$ cat src/hw/drsr_defines.svh
// Summary of operation
// - Gate-high code is six bits; 7.6 V at zero, 0.2 V per step, 20.2 V top.
// - Gate-high code resets to 0x16 (12 V); two-stage pump bit resets to zero.
// - Gate-low code is six bits; -5.6 V at zero, -0.2 V per step, -18.2 V bottom.
// - Gate-low code resets to 0x16 (-10 V); its upper two bits are unused.
// - Analog supply code is six bits, 4.2 V plus 0.1 V steps, resets to 0x1A.
// - Stored bit 7 high selects the internal temperature sensor over the external input.
// - Stored bit 6 high reloads working registers from stored copies once per second.
// - Stored bit 5 high turns on spread-spectrum of the switching clock.
// - Stored bits 3:2 set fault retry time, bits 1:0 set fault timing.
// - Three two-bit stored fields at 7:6, 5:4, 3:2 set start-up delays, 0 to 15 ms.
// - Stored delay bit 1 enables common-electrode temperature compensation; resets to zero.
`ifndef DRSR_DEFINES_SVH
`define DRSR_DEFINES_SVH

// ****************************************
// Register offsets
// ****************************************
`define DRSR_OFS_ANALOG      8'h13
`define DRSR_OFS_GATE_HIGH   8'h14
`define DRSR_OFS_GATE_LOW    8'h15
`define DRSR_OFS_STORED_GEN  8'h17
`define DRSR_OFS_STORED_DLY  8'h18

// ****************************************
// Fields and reset values
// ****************************************
`define DRSR_CODE_W          6
`define DRSR_PUMP_BIT        6
`define DRSR_RST_ANALOG      6'h1A
`define DRSR_RST_GATE_HIGH   6'h16
`define DRSR_RST_GATE_LOW    6'h16
`define DRSR_RST_STORED      8'h00

// ****************************************
// Level decode in millivolts
// ****************************************
`define DRSR_GH_BASE_MV      7600
`define DRSR_GH_STEP_MV      200
`define DRSR_GL_BASE_MV      5600
`define DRSR_GL_STEP_MV      200
`define DRSR_AN_BASE_MV      4200
`define DRSR_AN_STEP_MV      100

// ****************************************
// Timing
// ****************************************
`define DRSR_CLK_MHZ         50
`define DRSR_DELAY_STEP_US   5000
`define DRSR_DELAY_STEP_CYC  (`DRSR_DELAY_STEP_US * `DRSR_CLK_MHZ)
`define DRSR_RELOAD_MS       1000
`define DRSR_RELOAD_CYC      (`DRSR_RELOAD_MS * 1000 * `DRSR_CLK_MHZ)
`define DRSR_RELOAD_CNT_W    26
`define DRSR_DELAY_CYC_W     20

`endif

$ cat src/hw/drsr_pkg.sv
package drsr_pkg;

  // ****************************************
  // Stored general configuration byte
  // ****************************************
  typedef struct packed {
    logic       internal_sensor_sel;
    logic       periodic_reload_en;
    logic       spread_spectrum_on;
    logic       switch_rate_sel;
    logic [1:0] fault_retry_time;
    logic [1:0] fault_time_sel;
  } drsr_gen_cfg_t;

  // ****************************************
  // Stored delay and compensation byte
  // ****************************************
  typedef struct packed {
    logic [1:0] startup_delay_first;
    logic [1:0] startup_delay_second;
    logic [1:0] startup_delay_third;
    logic       common_temp_comp_en;
    logic       common_level_low_bit;
  } drsr_dly_cfg_t;

  // ****************************************
  // Decoded rail targets
  // ****************************************
  typedef struct packed {
    logic [15:0] gate_high_mv;
    logic [15:0] gate_low_neg_mv;
    logic [15:0] analog_mv;
    logic        two_stage_pump_sel;
  } drsr_rails_t;

endpackage : drsr_pkg

$ cat src/hw/drsr_regs.sv
`timescale 1ns/1ps
`default_nettype none
`include "drsr_defines.svh"

module drsr_regs #(
  parameter int unsigned RELOAD_CYCLES = `DRSR_RELOAD_CYC
) (
  input  wire logic                          clk,
  input  wire logic                          rst,
  input  wire logic [7:0]                    reg_addr,
  input  wire logic                          reg_wr,
  input  wire logic                          reg_rd,
  input  wire logic [7:0]                    reg_wdata,
  output logic [7:0]                         reg_rdata,
  output logic                               reg_rvalid,
  input  wire logic [7:0]                    stored_gen_in,
  input  wire logic [7:0]                    stored_dly_in,
  input  wire logic [7:0]                    stored_gate_high_in,
  input  wire logic [7:0]                    stored_gate_low_in,
  input  wire logic [7:0]                    stored_analog_in,
  input  wire logic                          stored_load,
  output drsr_pkg::drsr_rails_t              rails,
  output drsr_pkg::drsr_gen_cfg_t            gen_cfg,
  output drsr_pkg::drsr_dly_cfg_t            dly_cfg,
  output logic [`DRSR_DELAY_CYC_W-1:0]       startup_delay_cyc [3],
  output logic                               reload_pulse
);

  // ****************************************
  // State
  // ****************************************
  logic [`DRSR_CODE_W-1:0]      gate_high_q, gate_high_d;
  logic                         pump_q, pump_d;
  logic [`DRSR_CODE_W-1:0]      gate_low_q, gate_low_d;
  logic [`DRSR_CODE_W-1:0]      analog_q, analog_d;
  logic [7:0]                   stored_gen_q, stored_gen_d;
  logic [7:0]                   stored_dly_q, stored_dly_d;
  logic [`DRSR_RELOAD_CNT_W-1:0] tick_cnt_q, tick_cnt_d;
  logic                         reload_q, reload_d;
  logic [7:0]                   rdata_q, rdata_d;
  logic                         rvalid_q, rvalid_d;
  drsr_pkg::drsr_rails_t        rails_q, rails_d;
  drsr_pkg::drsr_gen_cfg_t      gen_q;
  drsr_pkg::drsr_dly_cfg_t      dly_q;
  logic                         reload_now;

  // Last count of the one-second tick
  localparam logic [`DRSR_RELOAD_CNT_W-1:0] TICK_LAST = `DRSR_RELOAD_CNT_W'(RELOAD_CYCLES - 1);

  assign gen_q = drsr_pkg::drsr_gen_cfg_t'(stored_gen_q);
  assign dly_q = drsr_pkg::drsr_dly_cfg_t'(stored_dly_q);

  // ****************************************
  // Stored copies and one-second tick
  // ****************************************
  always_comb begin
    // Stored bytes share this clock, so they are sampled with no synchroniser
    stored_gen_d = stored_gen_in;
    stored_dly_d = stored_dly_in;
    tick_cnt_d   = tick_cnt_q;
    reload_d     = 1'b0;
    // One-second tick runs only while periodic reload is enabled
    if (gen_q.periodic_reload_en) begin
      if (tick_cnt_q == TICK_LAST) begin
        tick_cnt_d = '0;
        reload_d   = 1'b1;
      end else begin
        tick_cnt_d = tick_cnt_q + 1'b1;
      end
    end else begin
      tick_cnt_d = '0;
    end
  end

  always_ff @(posedge clk or posedge rst) begin
    if (rst) begin
      stored_gen_q <= `DRSR_RST_STORED;
      stored_dly_q <= `DRSR_RST_STORED;
      tick_cnt_q   <= '0;
      reload_q     <= 1'b0;
    end else begin
      stored_gen_q <= stored_gen_d;
      stored_dly_q <= stored_dly_d;
      tick_cnt_q   <= tick_cnt_d;
      reload_q     <= reload_d;
    end
  end

  // ****************************************
  // Working rail codes
  // ****************************************
  always_comb begin
    reload_now  = reload_q | stored_load;
    gate_high_d = gate_high_q;
    pump_d      = pump_q;
    gate_low_d  = gate_low_q;
    analog_d    = analog_q;
    if (reload_now) begin
      gate_high_d = stored_gate_high_in[`DRSR_CODE_W-1:0];
      pump_d      = stored_gate_high_in[`DRSR_PUMP_BIT];
      gate_low_d  = stored_gate_low_in[`DRSR_CODE_W-1:0];
      analog_d    = stored_analog_in[`DRSR_CODE_W-1:0];
    end
    // A software write in the same cycle wins over the reload
    if (reg_wr) begin
      if (reg_addr == `DRSR_OFS_GATE_HIGH) begin
        gate_high_d = reg_wdata[`DRSR_CODE_W-1:0];
        pump_d      = reg_wdata[`DRSR_PUMP_BIT];
      end else if (reg_addr == `DRSR_OFS_GATE_LOW) begin
        gate_low_d = reg_wdata[`DRSR_CODE_W-1:0];
      end else if (reg_addr == `DRSR_OFS_ANALOG) begin
        analog_d = reg_wdata[`DRSR_CODE_W-1:0];
      end
    end
  end

  always_ff @(posedge clk or posedge rst) begin
    if (rst) begin
      gate_high_q <= `DRSR_RST_GATE_HIGH;
      pump_q      <= 1'b0;
      gate_low_q  <= `DRSR_RST_GATE_LOW;
      analog_q    <= `DRSR_RST_ANALOG;
    end else begin
      gate_high_q <= gate_high_d;
      pump_q      <= pump_d;
      gate_low_q  <= gate_low_d;
      analog_q    <= analog_d;
    end
  end

  // ****************************************
  // Read port
  // ****************************************
  always_comb begin
    // Read data holds until the next read
    rvalid_d = reg_rd;
    rdata_d  = rdata_q;
    if (reg_rd) begin
      if (reg_addr == `DRSR_OFS_GATE_HIGH) begin
        rdata_d = {1'b0, pump_q, gate_high_q};
      end else if (reg_addr == `DRSR_OFS_GATE_LOW) begin
        rdata_d = {2'b00, gate_low_q};
      end else if (reg_addr == `DRSR_OFS_ANALOG) begin
        rdata_d = {2'b00, analog_q};
      end else if (reg_addr == `DRSR_OFS_STORED_GEN) begin
        rdata_d = stored_gen_q;
      end else if (reg_addr == `DRSR_OFS_STORED_DLY) begin
        rdata_d = stored_dly_q;
      end else begin
        // Unmapped addresses read as zero
        rdata_d = '0;
      end
    end
  end

  always_ff @(posedge clk or posedge rst) begin
    if (rst) begin
      rdata_q  <= '0;
      rvalid_q <= 1'b0;
    end else begin
      rdata_q  <= rdata_d;
      rvalid_q <= rvalid_d;
    end
  end

  // ****************************************
  // Decoded rail targets
  // ****************************************
  always_comb begin
    // Targets lag their code register by one cycle
    rails_d.gate_high_mv       = 16'(`DRSR_GH_BASE_MV + `DRSR_GH_STEP_MV * int'(gate_high_q));
    rails_d.gate_low_neg_mv    = 16'(`DRSR_GL_BASE_MV + `DRSR_GL_STEP_MV * int'(gate_low_q));
    rails_d.analog_mv          = 16'(`DRSR_AN_BASE_MV + `DRSR_AN_STEP_MV * int'(analog_q));
    rails_d.two_stage_pump_sel = pump_q;
  end

  always_ff @(posedge clk or posedge rst) begin
    if (rst) begin
      rails_q <= '0;
    end else begin
      rails_q <= rails_d;
    end
  end

  // ****************************************
  // Start-up delay decode
  // ****************************************
  logic [1:0] dly_code [3];
  assign dly_code[0] = dly_q.startup_delay_first;
  assign dly_code[1] = dly_q.startup_delay_second;
  assign dly_code[2] = dly_q.startup_delay_third;

  // Delay counts are registered so the outputs come from flip-flops
  for (genvar g = 0; g < 3; g++) begin : g_delay
    logic [`DRSR_DELAY_CYC_W-1:0] cyc_q, cyc_d;
    always_comb begin
      cyc_d = `DRSR_DELAY_CYC_W'(`DRSR_DELAY_STEP_CYC * int'(dly_code[g]));
    end
    always_ff @(posedge clk or posedge rst) begin
      if (rst) begin
        cyc_q <= '0;
      end else begin
        cyc_q <= cyc_d;
      end
    end
    assign startup_delay_cyc[g] = cyc_q;
  end

  // ****************************************
  // Outputs
  // ****************************************
  assign rails        = rails_q;
  assign gen_cfg      = gen_q;
  assign dly_cfg      = dly_q;
  assign reg_rdata    = rdata_q;
  assign reg_rvalid   = rvalid_q;
  assign reload_pulse = reload_q;

endmodule : drsr_regs

`default_nettype wire

$ cat config.mk
export PLATFORM = sky130hd
export DESIGN_NAME = drsr_regs
export DESIGN_NICKNAME = d
export VERILOG_FILES = /design/src/hw/drsr_pkg.sv /design/src/hw/drsr_regs.sv
export VERILOG_INCLUDE_DIRS = /design/src /design/src/hw
export SDC_FILE = /design/constraint.sdc
export NUM_CORES = 1
export LEC_CHECK = 0
export BUFFER_PORTS_ARGS = -buffer_cell sky130_fd_sc_hd__buf_4
export CORE_MARGIN = 4
export CORE_UTILIZATION = 55
export DETAILED_ROUTE_END_ITERATION = 16
export HOLD_SLACK_MARGIN = 0.08
export PLACE_DENSITY = 0.83
export SLEW_MARGIN = 20
export SYNTH_ARGS = -nofsm -noshare
export SYNTH_HDL_FRONTEND = slang
export SYNTH_SLANG_ARGS = --single-unit
$ cat constraint.sdc
create_clock -name clk -period 9.7 [get_ports clk]
set_input_delay 2.425 -clock clk [delete_from_list [all_inputs] [get_ports clk]]
set_output_delay 2.425 -clock clk [all_outputs]
set_load 0.01 [all_outputs]
==> summary.txt, run 1 <==
Maximum number of pins on one net before global-route repair - 67
Worst Skew - 0.00710 ns
Yosys warnings - 0
CP Class - input pin to register
Power Dens Cells - 227 nW/um^2
Hold-fix buffers, CTS - 0
Cts bufs inserted - 17
MaxCap Viol Count - 0
Die area - 14700 sq um
Die width - 121 microns
Period utilization - 41.7%
DRC violation count after routing - 0
Postcts setup bufs - 0
Multi-input combinational cell area - 3340 sq um
Total power draw - 1.97 mW
IO Pins - 196
Worst Hold Depth - 0
Worst-path fanout max - 12
Crit path time final - 4.05 ns
CP startpoint kind - input pin
Via Count - 5214
Max incr delay on CP - 0.70 ns
Hold_sp - pump_q$_DFF_PP0_
Final net count - 941
Achievable frequency - 247 MHz
Mean Syn Cell Area - 10.7 sq um
Final wirelength - 16500 microns
DR pass1 iterations - 6
I/O Buffers - 153
Sequential element share of the synthesized area - 44.9%
VDD IR max - 0.000158 V
Top FF cell, synth - dfrtp_1
WP data arrival - 4.32 ns
Commonest cells post-synth - 117 x dfrtp_1, 81 x ha_1, 66 x nor2_1, 62 x buf_4, 42 x a21oi_1
Area growth syn-to-layout - 23.1%
Final Wtd Congestion - 0.858
Reg2reg path depth - 11
FP Rows - 41
Initial core utilization - 56.0%
Final hold vios - 0
R2r endpoint - rails[31]$_DFF_PP0_
Diodes inserted - 0
Cell with the most instances after synthesis - dfrtp_1
Status - complete, no violations
Core footprint - 12600 sq um
Sequential cell area - 3160 sq um
Clock-pin transition on the worst setup and hold timing paths - 0.06 ns
Setup violators final - 0
R2R setup slack - 6.28 ns
Ys async rst share - 100%
Crit path cell chain - buf_4 -> or4b_1 -> nor2_2 -> nand4_1 -> nor2_1 -> a21oi_1
Critical Path RT - 9.98 ns
Netlist cell types - 53
Fillers - 887
CTS-repair resized insts - 0
P_leak - 4.33 nW
Clk_lat worst skew - 0.42 ns
RSZ-0062 raised after global routing - no
CP Capture Type - register
Yosys reg bits - 126
Mapped cell area - 7040 sq um
Crit path buffers/inverters - 1
Top cells by area, synth - dfrtp_1 42%, ha_1 14%, buf_4 6.6%, xor2_1 3.9%, xnor2_1 3.6%
Post-DP HPWL - 12200 microns
DIE HEIGHT - 121 microns
Area leader, netlist - dfrtp_1
Antenna violations before repair - 0
Clock buffer depth - 2
Gr ovfl total - 0
Slew HR - 41.1%
TNS Setup - 0 ns
DR WL/cell - 16.8 microns
Family with the most delay on the worst path - simple AND/OR/NAND/NOR gates
Via density - 5.31
Worst-Margin Slew - 0.883 ns
Post-synth EDFFs - 0
Layout cells sized above 1 - 25.3%
WHS Endpoint - rails[0]$_DFF_PP0_
First-pass GRT wire length - 25900 microns
Post-Syn Instances - 660
DRT iter0 DRCs - 348
Total GRT Usage - 22.8%
CTS Sinks - 126
RR Startpoint - gate_low_q[2]$_DFF_PP1_
Top-area cell type share of the netlist area - 41.6%
CP max stage cell - or4b_1
Final antenna-violating net count - 0
CTS tree - yes
Vias in the first global route - 5330
CTS H-tree lvls - 4
Root Driver - clkbuf_16
Hold Crit Class - register to register
Max-slew violations - 0
layout by cell type (no fill, tap or decap), types with 13 or more instances in the layout:
cell type    n
buf_4      155
dfrtp_1    117
ha_1        81
nor2_1      66
a21oi_1     42
inv_1       40
conb_1      36
xor2_1      31
xnor2_1     29
mux2i_1     21
nand3_1     18
clkbuf_16   17
nand2_1     14
o21ai_0     13
kinds of logic after synthesis:
logic type	synth area share (%)
compound gates	8.03
xor+xnor	7.46
fa+ha+maj	15.2
buf+inv	9.54
flops	44.9
mux	2.99
other cells	0.0533
simple gates	11.7
worst max-delay path by stage:
stage / startpoint / to / slack [ns] / depth (start not counted)
2_1_floorplan: rst / analog_q[0]$_DFF_PP0_ / 3.93 / 1
3_3_place_gp: reg_addr[5] / analog_q[2]$_DFF_PP0_ / 5.32 / 6
3_5_place_dp: reg_addr[5] / analog_q[2]$_DFF_PP0_ / 5.26 / 6
4_1_cts: reg_addr[5] / analog_q[5]$_DFF_PP0_ / 5.69 / 6
5_1_grt: reg_addr[5] / analog_q[0]$_DFF_PP0_ / 5.54 / 6
6_report: reg_addr[5] / analog_q[5]$_DFF_PP0_ / 5.65 / 6
routing by layer:
metal  GRT usage [%]  wire (microns)  vias up
met3            5.41             910       42
met2            39.6            8740      176
li1                -               -     2436
met5               0               0        -
met1            26.9            6340     2560
met4            9.87             468        0
per-stage QoR:
step / utilization, % / setup slack, ns / instances / cell area, sq um / hold slack, ns
global placement: 63.9 / 5.32 / 949 / 8040 / 0.395
CTS: 68.9 / 5.69 / 981 / 8670 / 0.408
global route: 68.9 / 5.54 / 981 / 8670 / 0.414
floorplan: - / 3.93 / 695 / 7170 / 0.374
detailed placement: 63.9 / 5.26 / 949 / 8040 / 0.394
finish: 68.9 / 5.65 / 981 / 8670 / 0.403
flip-flops by register name, summed over array words and instances (netlist names):
signal / flops
rails: 37
reg_rvalid: 1
gen_cfg: 8
tick_cnt_q: 26
g_delay.cyc_q: 18
reload_pulse: 1
gate_low_q: 6
dly_cfg: 8
pump_q: 1
gate_high_q: 6
analog_q: 6
reg_rdata: 8
cell type report:
class / instances / share of cell area [%]
Clock buffer: 19 / 5.11
Clock inverter: 13 / 2.15
Inverter: 41 / 1.80
Multi-Input combinational cell: 455 / 38.5
Sequential cell: 126 / 36.5
Tap cell: 172 / 2.48
Timing Repair Buffer: 155 / 13.4
where the power goes:
| group | switching (mW) | total (mW) | leakage (nW) | internal, mW |
|---|---|---|---|---|
| Clock | 0.233 | 0.671 | 0.308 | 0.438 |
| Combinational | 0.340 | 0.637 | 2.49 | 0.298 |
| Sequential | 0.0439 | 0.657 | 1.53 | 0.613 |
No activity file was read; power rests on OpenSTA's default activity.
==> run 2, diff against run 1 <==
--- a/config.mk
+++ b/config.mk
@@ -6,12 +6,13 @@
 export SDC_FILE = /design/constraint.sdc
 export NUM_CORES = 1
 export LEC_CHECK = 0
+export ABC_AREA = 1
 export BUFFER_PORTS_ARGS = -buffer_cell sky130_fd_sc_hd__buf_4
 export CORE_MARGIN = 4
-export CORE_UTILIZATION = 55
+export CORE_UTILIZATION = 54
 export DETAILED_ROUTE_END_ITERATION = 16
 export HOLD_SLACK_MARGIN = 0.08
-export PLACE_DENSITY = 0.83
+export PLACE_DENSITY = 0.81
 export SLEW_MARGIN = 20
 export SYNTH_ARGS = -nofsm -noshare
 export SYNTH_HDL_FRONTEND = slang
==> constraint.sdc (replaced) <==
create_clock -name clk -period 3.9 [get_ports clk]
set_input_delay 0.975 -clock clk [delete_from_list [all_inputs] [get_ports clk]]
set_output_delay 0.975 -clock clk [all_outputs]
set_load 0.01 [all_outputs]
==> run 2 against run 1 <==
Effect of this change:
- sequential share of layout area decreased by 2.6 points
- non-clock buffer count is 1 lower
- die area rose by 11%
- cell count up 28%
- sequential power up 140%
- hold slack better by 0.033 ns
- clock skew is 0.0076 ns higher
- first-iteration DRC count shrank 3.2%
- critical endpoint is now rails[45]$_DFF_PP0_
- largest cell class unchanged
- largest power group is now sequential cells
- highest routed layer unchanged
==> summary.txt, run 2 <==
Status - complete, no violations (unchanged)
Final hold vios - 0 (unchanged)
Top-area cell type share of the netlist area - 37.9% (was 41.6%)
Die width - 128 microns (was 121 microns)
Final antenna-violating net count - 0 (unchanged)
Diodes inserted - 0 (unchanged)
Switching share of power - 31.5% (was 31.4%)
Sequential fraction of design power - 35.5% (was 33.4%)
Worst-path fanout max - 6 (was 12)
Post-Syn Instances - 921 (was 660)
Synth Area in XOR/XNOR - 3.97% (was 7.46%)
Most common cell after layout, fill and taps aside - nand2_1 (was buf_4)
Sequential cell area - 3160 sq um (unchanged)
Setup violators final - 0 (unchanged)
Hold Crit Class - register to register (unchanged)
Commonest cells post-synth - 209 x nand2_1, 117 x dfrtp_1, 113 x inv_1, 93 x nor2_1, 81 x ha_1 (was 117 x dfrtp_1, 81 x ha_1, 66 x nor2_1, 62 x buf_4, 42 x a21oi_1)
Maximum number of pins on one net before global-route repair - 127 (was 67)
CP startpoint kind - register (was input pin)
Final instance area - 9320 sq um (was 8670 sq um)
CP max stage cell - dfstp_2 (was or4b_1)
Critical Path RT - 4.21 ns (was 9.98 ns)
Multi-input combinational cell area - 3730 sq um (was 3340 sq um)
Cts bufs inserted - 17 (unchanged)
Via Count - 6301 (was 5214)
RSZ-0062 raised after global routing - no (unchanged)
TNS Setup - 0 ns (unchanged)
Yosys warnings - 0 (unchanged)
First-pass GRT wire length - 28800 microns (was 25900 microns)
DR WL/cell - 14.3 microns (was 16.8 microns)
Final wirelength - 17900 microns (was 16500 microns)
Layout cells sized above 1 - 19.5% (was 25.3%)
Crit path buffers/inverters - 1 (unchanged)
CTS Sinks - 126 (unchanged)
Mean Syn Cell Area - 8.38 sq um (was 10.7 sq um)
Mux cell area share after synthesis - 0.778% (was 2.99%)
Total GRT Usage - 22.5% (was 22.8%)
CP Capture Type - register (unchanged)
Top cells by area, synth - dfrtp_1 38%, ha_1 13%, nand2_1 10%, buf_4 5.9%, inv_1 5.5% (was dfrtp_1 42%, ha_1 14%, buf_4 6.6%, xor2_1 3.9%, xnor2_1 3.6%)
IO Pins - 196 (unchanged)
Area leader, netlist - dfrtp_1 (unchanged)
CTS-repair resized insts - 0 (unchanged)
Combinational Power Share - 30.7% (was 32.4%)
I/O Buffers - 153 (unchanged)
Worst-Margin Slew - 0.695 ns (was 0.883 ns)
Worst Skew - 0.0147 ns (was 0.00710 ns)
Via density - 5.03 (was 5.31)
P_int - 3.09 mW (was 1.35 mW)
Postcts setup bufs - 0 (unchanged)
Synth Area in Adders - 13.9% (was 15.2%)
CP Class - register to register (was input pin to register)
Slew HR - 53.5% (was 41.1%)
Power Dens Cells - 484 nW/um^2 (was 227 nW/um^2)
MaxCap Viol Count - 0 (unchanged)
Max incr delay on CP - 0.59 ns (was 0.70 ns)
Most frequent cell on the critical path - ha_1
DIE HEIGHT - 128 microns (was 121 microns)
Total power draw - 4.51 mW (was 1.97 mW)
Die area - 16300 sq um (was 14700 sq um)
Gr ovfl total - 0 (unchanged)
Core footprint - 13900 sq um (was 12600 sq um)
Crit path cell chain - inv_1 -> ha_1 -> ha_1 -> ha_1 -> fa_1 -> nand3_1 -> nand3_1 -> xor2_1 -> nor2_1 -> xnor2_1 (was buf_4 -> or4b_1 -> nor2_2 -> nand4_1 -> nor2_1 -> a21oi_1)
Ys async rst share - 100% (unchanged)
Final net count - 1204 (was 941)
P_leak - 4.97 nW (was 4.33 nW)
Largest family of logic cells by synthesized area - simple AND/OR/NAND/NOR gates (was adder cells)
Post-synth EDFFs - 0 (unchanged)
Vias in the first global route - 5880 (was 5330)
Max FFs per register - 37 (unchanged)
Sequential element share of the synthesized area - 41.0% (was 44.9%)
FP Rows - 43 (was 41)
Netlist cell types - 35 (was 53)
Clock-pin transition on the worst setup and hold timing paths - 0.06 ns (about the same)
Area after DPL - 8740 sq um (was 8040 sq um)
Clk pwr share - 33.8% (was 34.1%)
Cell with the most instances after synthesis - nand2_1 (was dfrtp_1)
Core Util, Final - 66.9% (was 68.9%)
Yosys reg bits - 126 (unchanged)
Root Driver - clkbuf_16 (unchanged)
Max-slew violations - 0 (unchanged)
Post-Synth Simple-Gate Area - 23.7% (was 11.7%)
Hold Slack - 0.436 ns (was 0.403 ns)
Period utilization - 74.8%
Crit path time final - 2.92 ns
Antenna violations before repair - 0 (unchanged)
Mapped cell area - 7720 sq um (was 7040 sq um)
CTS H-tree lvls - 4 (unchanged)
VDD IR max - 0.000336 V (was 0.000158 V)
WP data arrival - 3.23 ns (was 4.32 ns)
CTS tree - yes (unchanged)
DRC violation count after routing - 0 (unchanged)
Clk_lat worst skew - 0.43 ns (was 0.42 ns)
Clock buffer depth - 2 (unchanged)
Hold-fix buffers, CTS - 0 (unchanged)
Post-DP HPWL - 13600 microns (was 12200 microns)
Initial core utilization - 55.4% (was 56.0%)
Net Switching - 1.42 mW (was 0.617 mW)
Area growth syn-to-layout - 20.7% (was 23.1%)
Fillers - 1172 (was 887)
Achievable frequency - 343 MHz
DRT iter0 DRCs - 337 (was 348)
DR pass1 iterations - 5 (was 6)
Most frequent cells in the layout - 209 x nand2_1, 153 x buf_4, 117 x dfrtp_1 (was 155 x buf_4, 117 x dfrtp_1, 81 x ha_1)
Top FF cell, synth - dfrtp_1 (unchanged)
Final Wtd Congestion - 0.899 (was 0.858)
Post-synthesis compound-gate area fraction - 4.23% (was 8.03%)
Family with the most delay on the worst path - adder cells (was simple AND/OR/NAND/NOR gates)
## run 2: routing by layer
metal	wire length [microns]	up-vias	global-route usage (%)
met5	0	-	0
met4	342	0	7.99
met3	1270	24	5.81
met2	8340	214	35.6
met1	7930	2919	30.2
li1	-	3144	-
## run 2: worst paths after layout
check / end / start / depth (start not counted) / slack [ns]
setup / recovery: rails[45]$_DFF_PP0_ / gate_high_q[1]$_DFF_PP1_ / 10 / 0.98
hold / removal: g_delay[0].cyc_q[14]$_DFF_PP0_ / dly_cfg[6]$_DFF_PP0_ / 0 / 0.44
setup reg to reg: rails[45]$_DFF_PP0_ / gate_high_q[1]$_DFF_PP1_ / 10 / 0.98
hold reg to reg: g_delay[0].cyc_q[14]$_DFF_PP0_ / dly_cfg[6]$_DFF_PP0_ / 0 / 0.44
max in group asynchronous: analog_q[5]$_DFF_PP0_ / rst / 3 / 2.67
min in group asynchronous: tick_cnt_q[12]$_DFF_PP0_ / rst / 3 / 0.77
## run 2: power by group through the flow
stage / clock (mW) / combinational [mW] / sequential (mW)
floorplan: 0 / 0.862 / 1.68
global placement: 0 / 1.35 / 1.62
detailed placement: 0 / 1.38 / 1.62
CTS: 1.56 / 1.40 / 1.60
global route: 1.62 / 1.57 / 1.62
finish: 1.53 / 1.38 / 1.60
## run 2: cell families after synthesis
family | Yosys count
other cells | 1
fa+ha+maj | 84
compound gates | 61
simple gates | 420
xor+xnor | 35
buf+inv | 188
flops | 126
mux | 6
## run 2: per-stage QoR
step | std cells | setup WS [ns]
CTS | 1252 | 0.976
detailed placement | 1220 | 0.983
global placement | 1220 | 1.02
finish | 1252 | 0.982
floorplan | 956 | 1.19
global route | 1252 | 0.734
## run 2: final cells by class
| class | count | share of cell area (%) |
|---|---|---|
| clock buffer | 27 | 5.61 |
| clock inverter | 5 | 0.564 |
| inverter | 118 | 4.85 |
| multi-input combinational | 642 | 40.1 |
| sequential | 126 | 34.0 |
| tap | 180 | 2.42 |
| timing repair buffer | 154 | 12.5 |
## run 2: worst register-to-register path, delay by kind of cell (launching register included)
kind                       cells  cell delay, ns
adders and majority gates      4            1.43
and+or+nand+nor                3            0.33
buffers and inverters          1            0.07
DFF                            1            0.59
xor gates and xnor gates       2            0.41
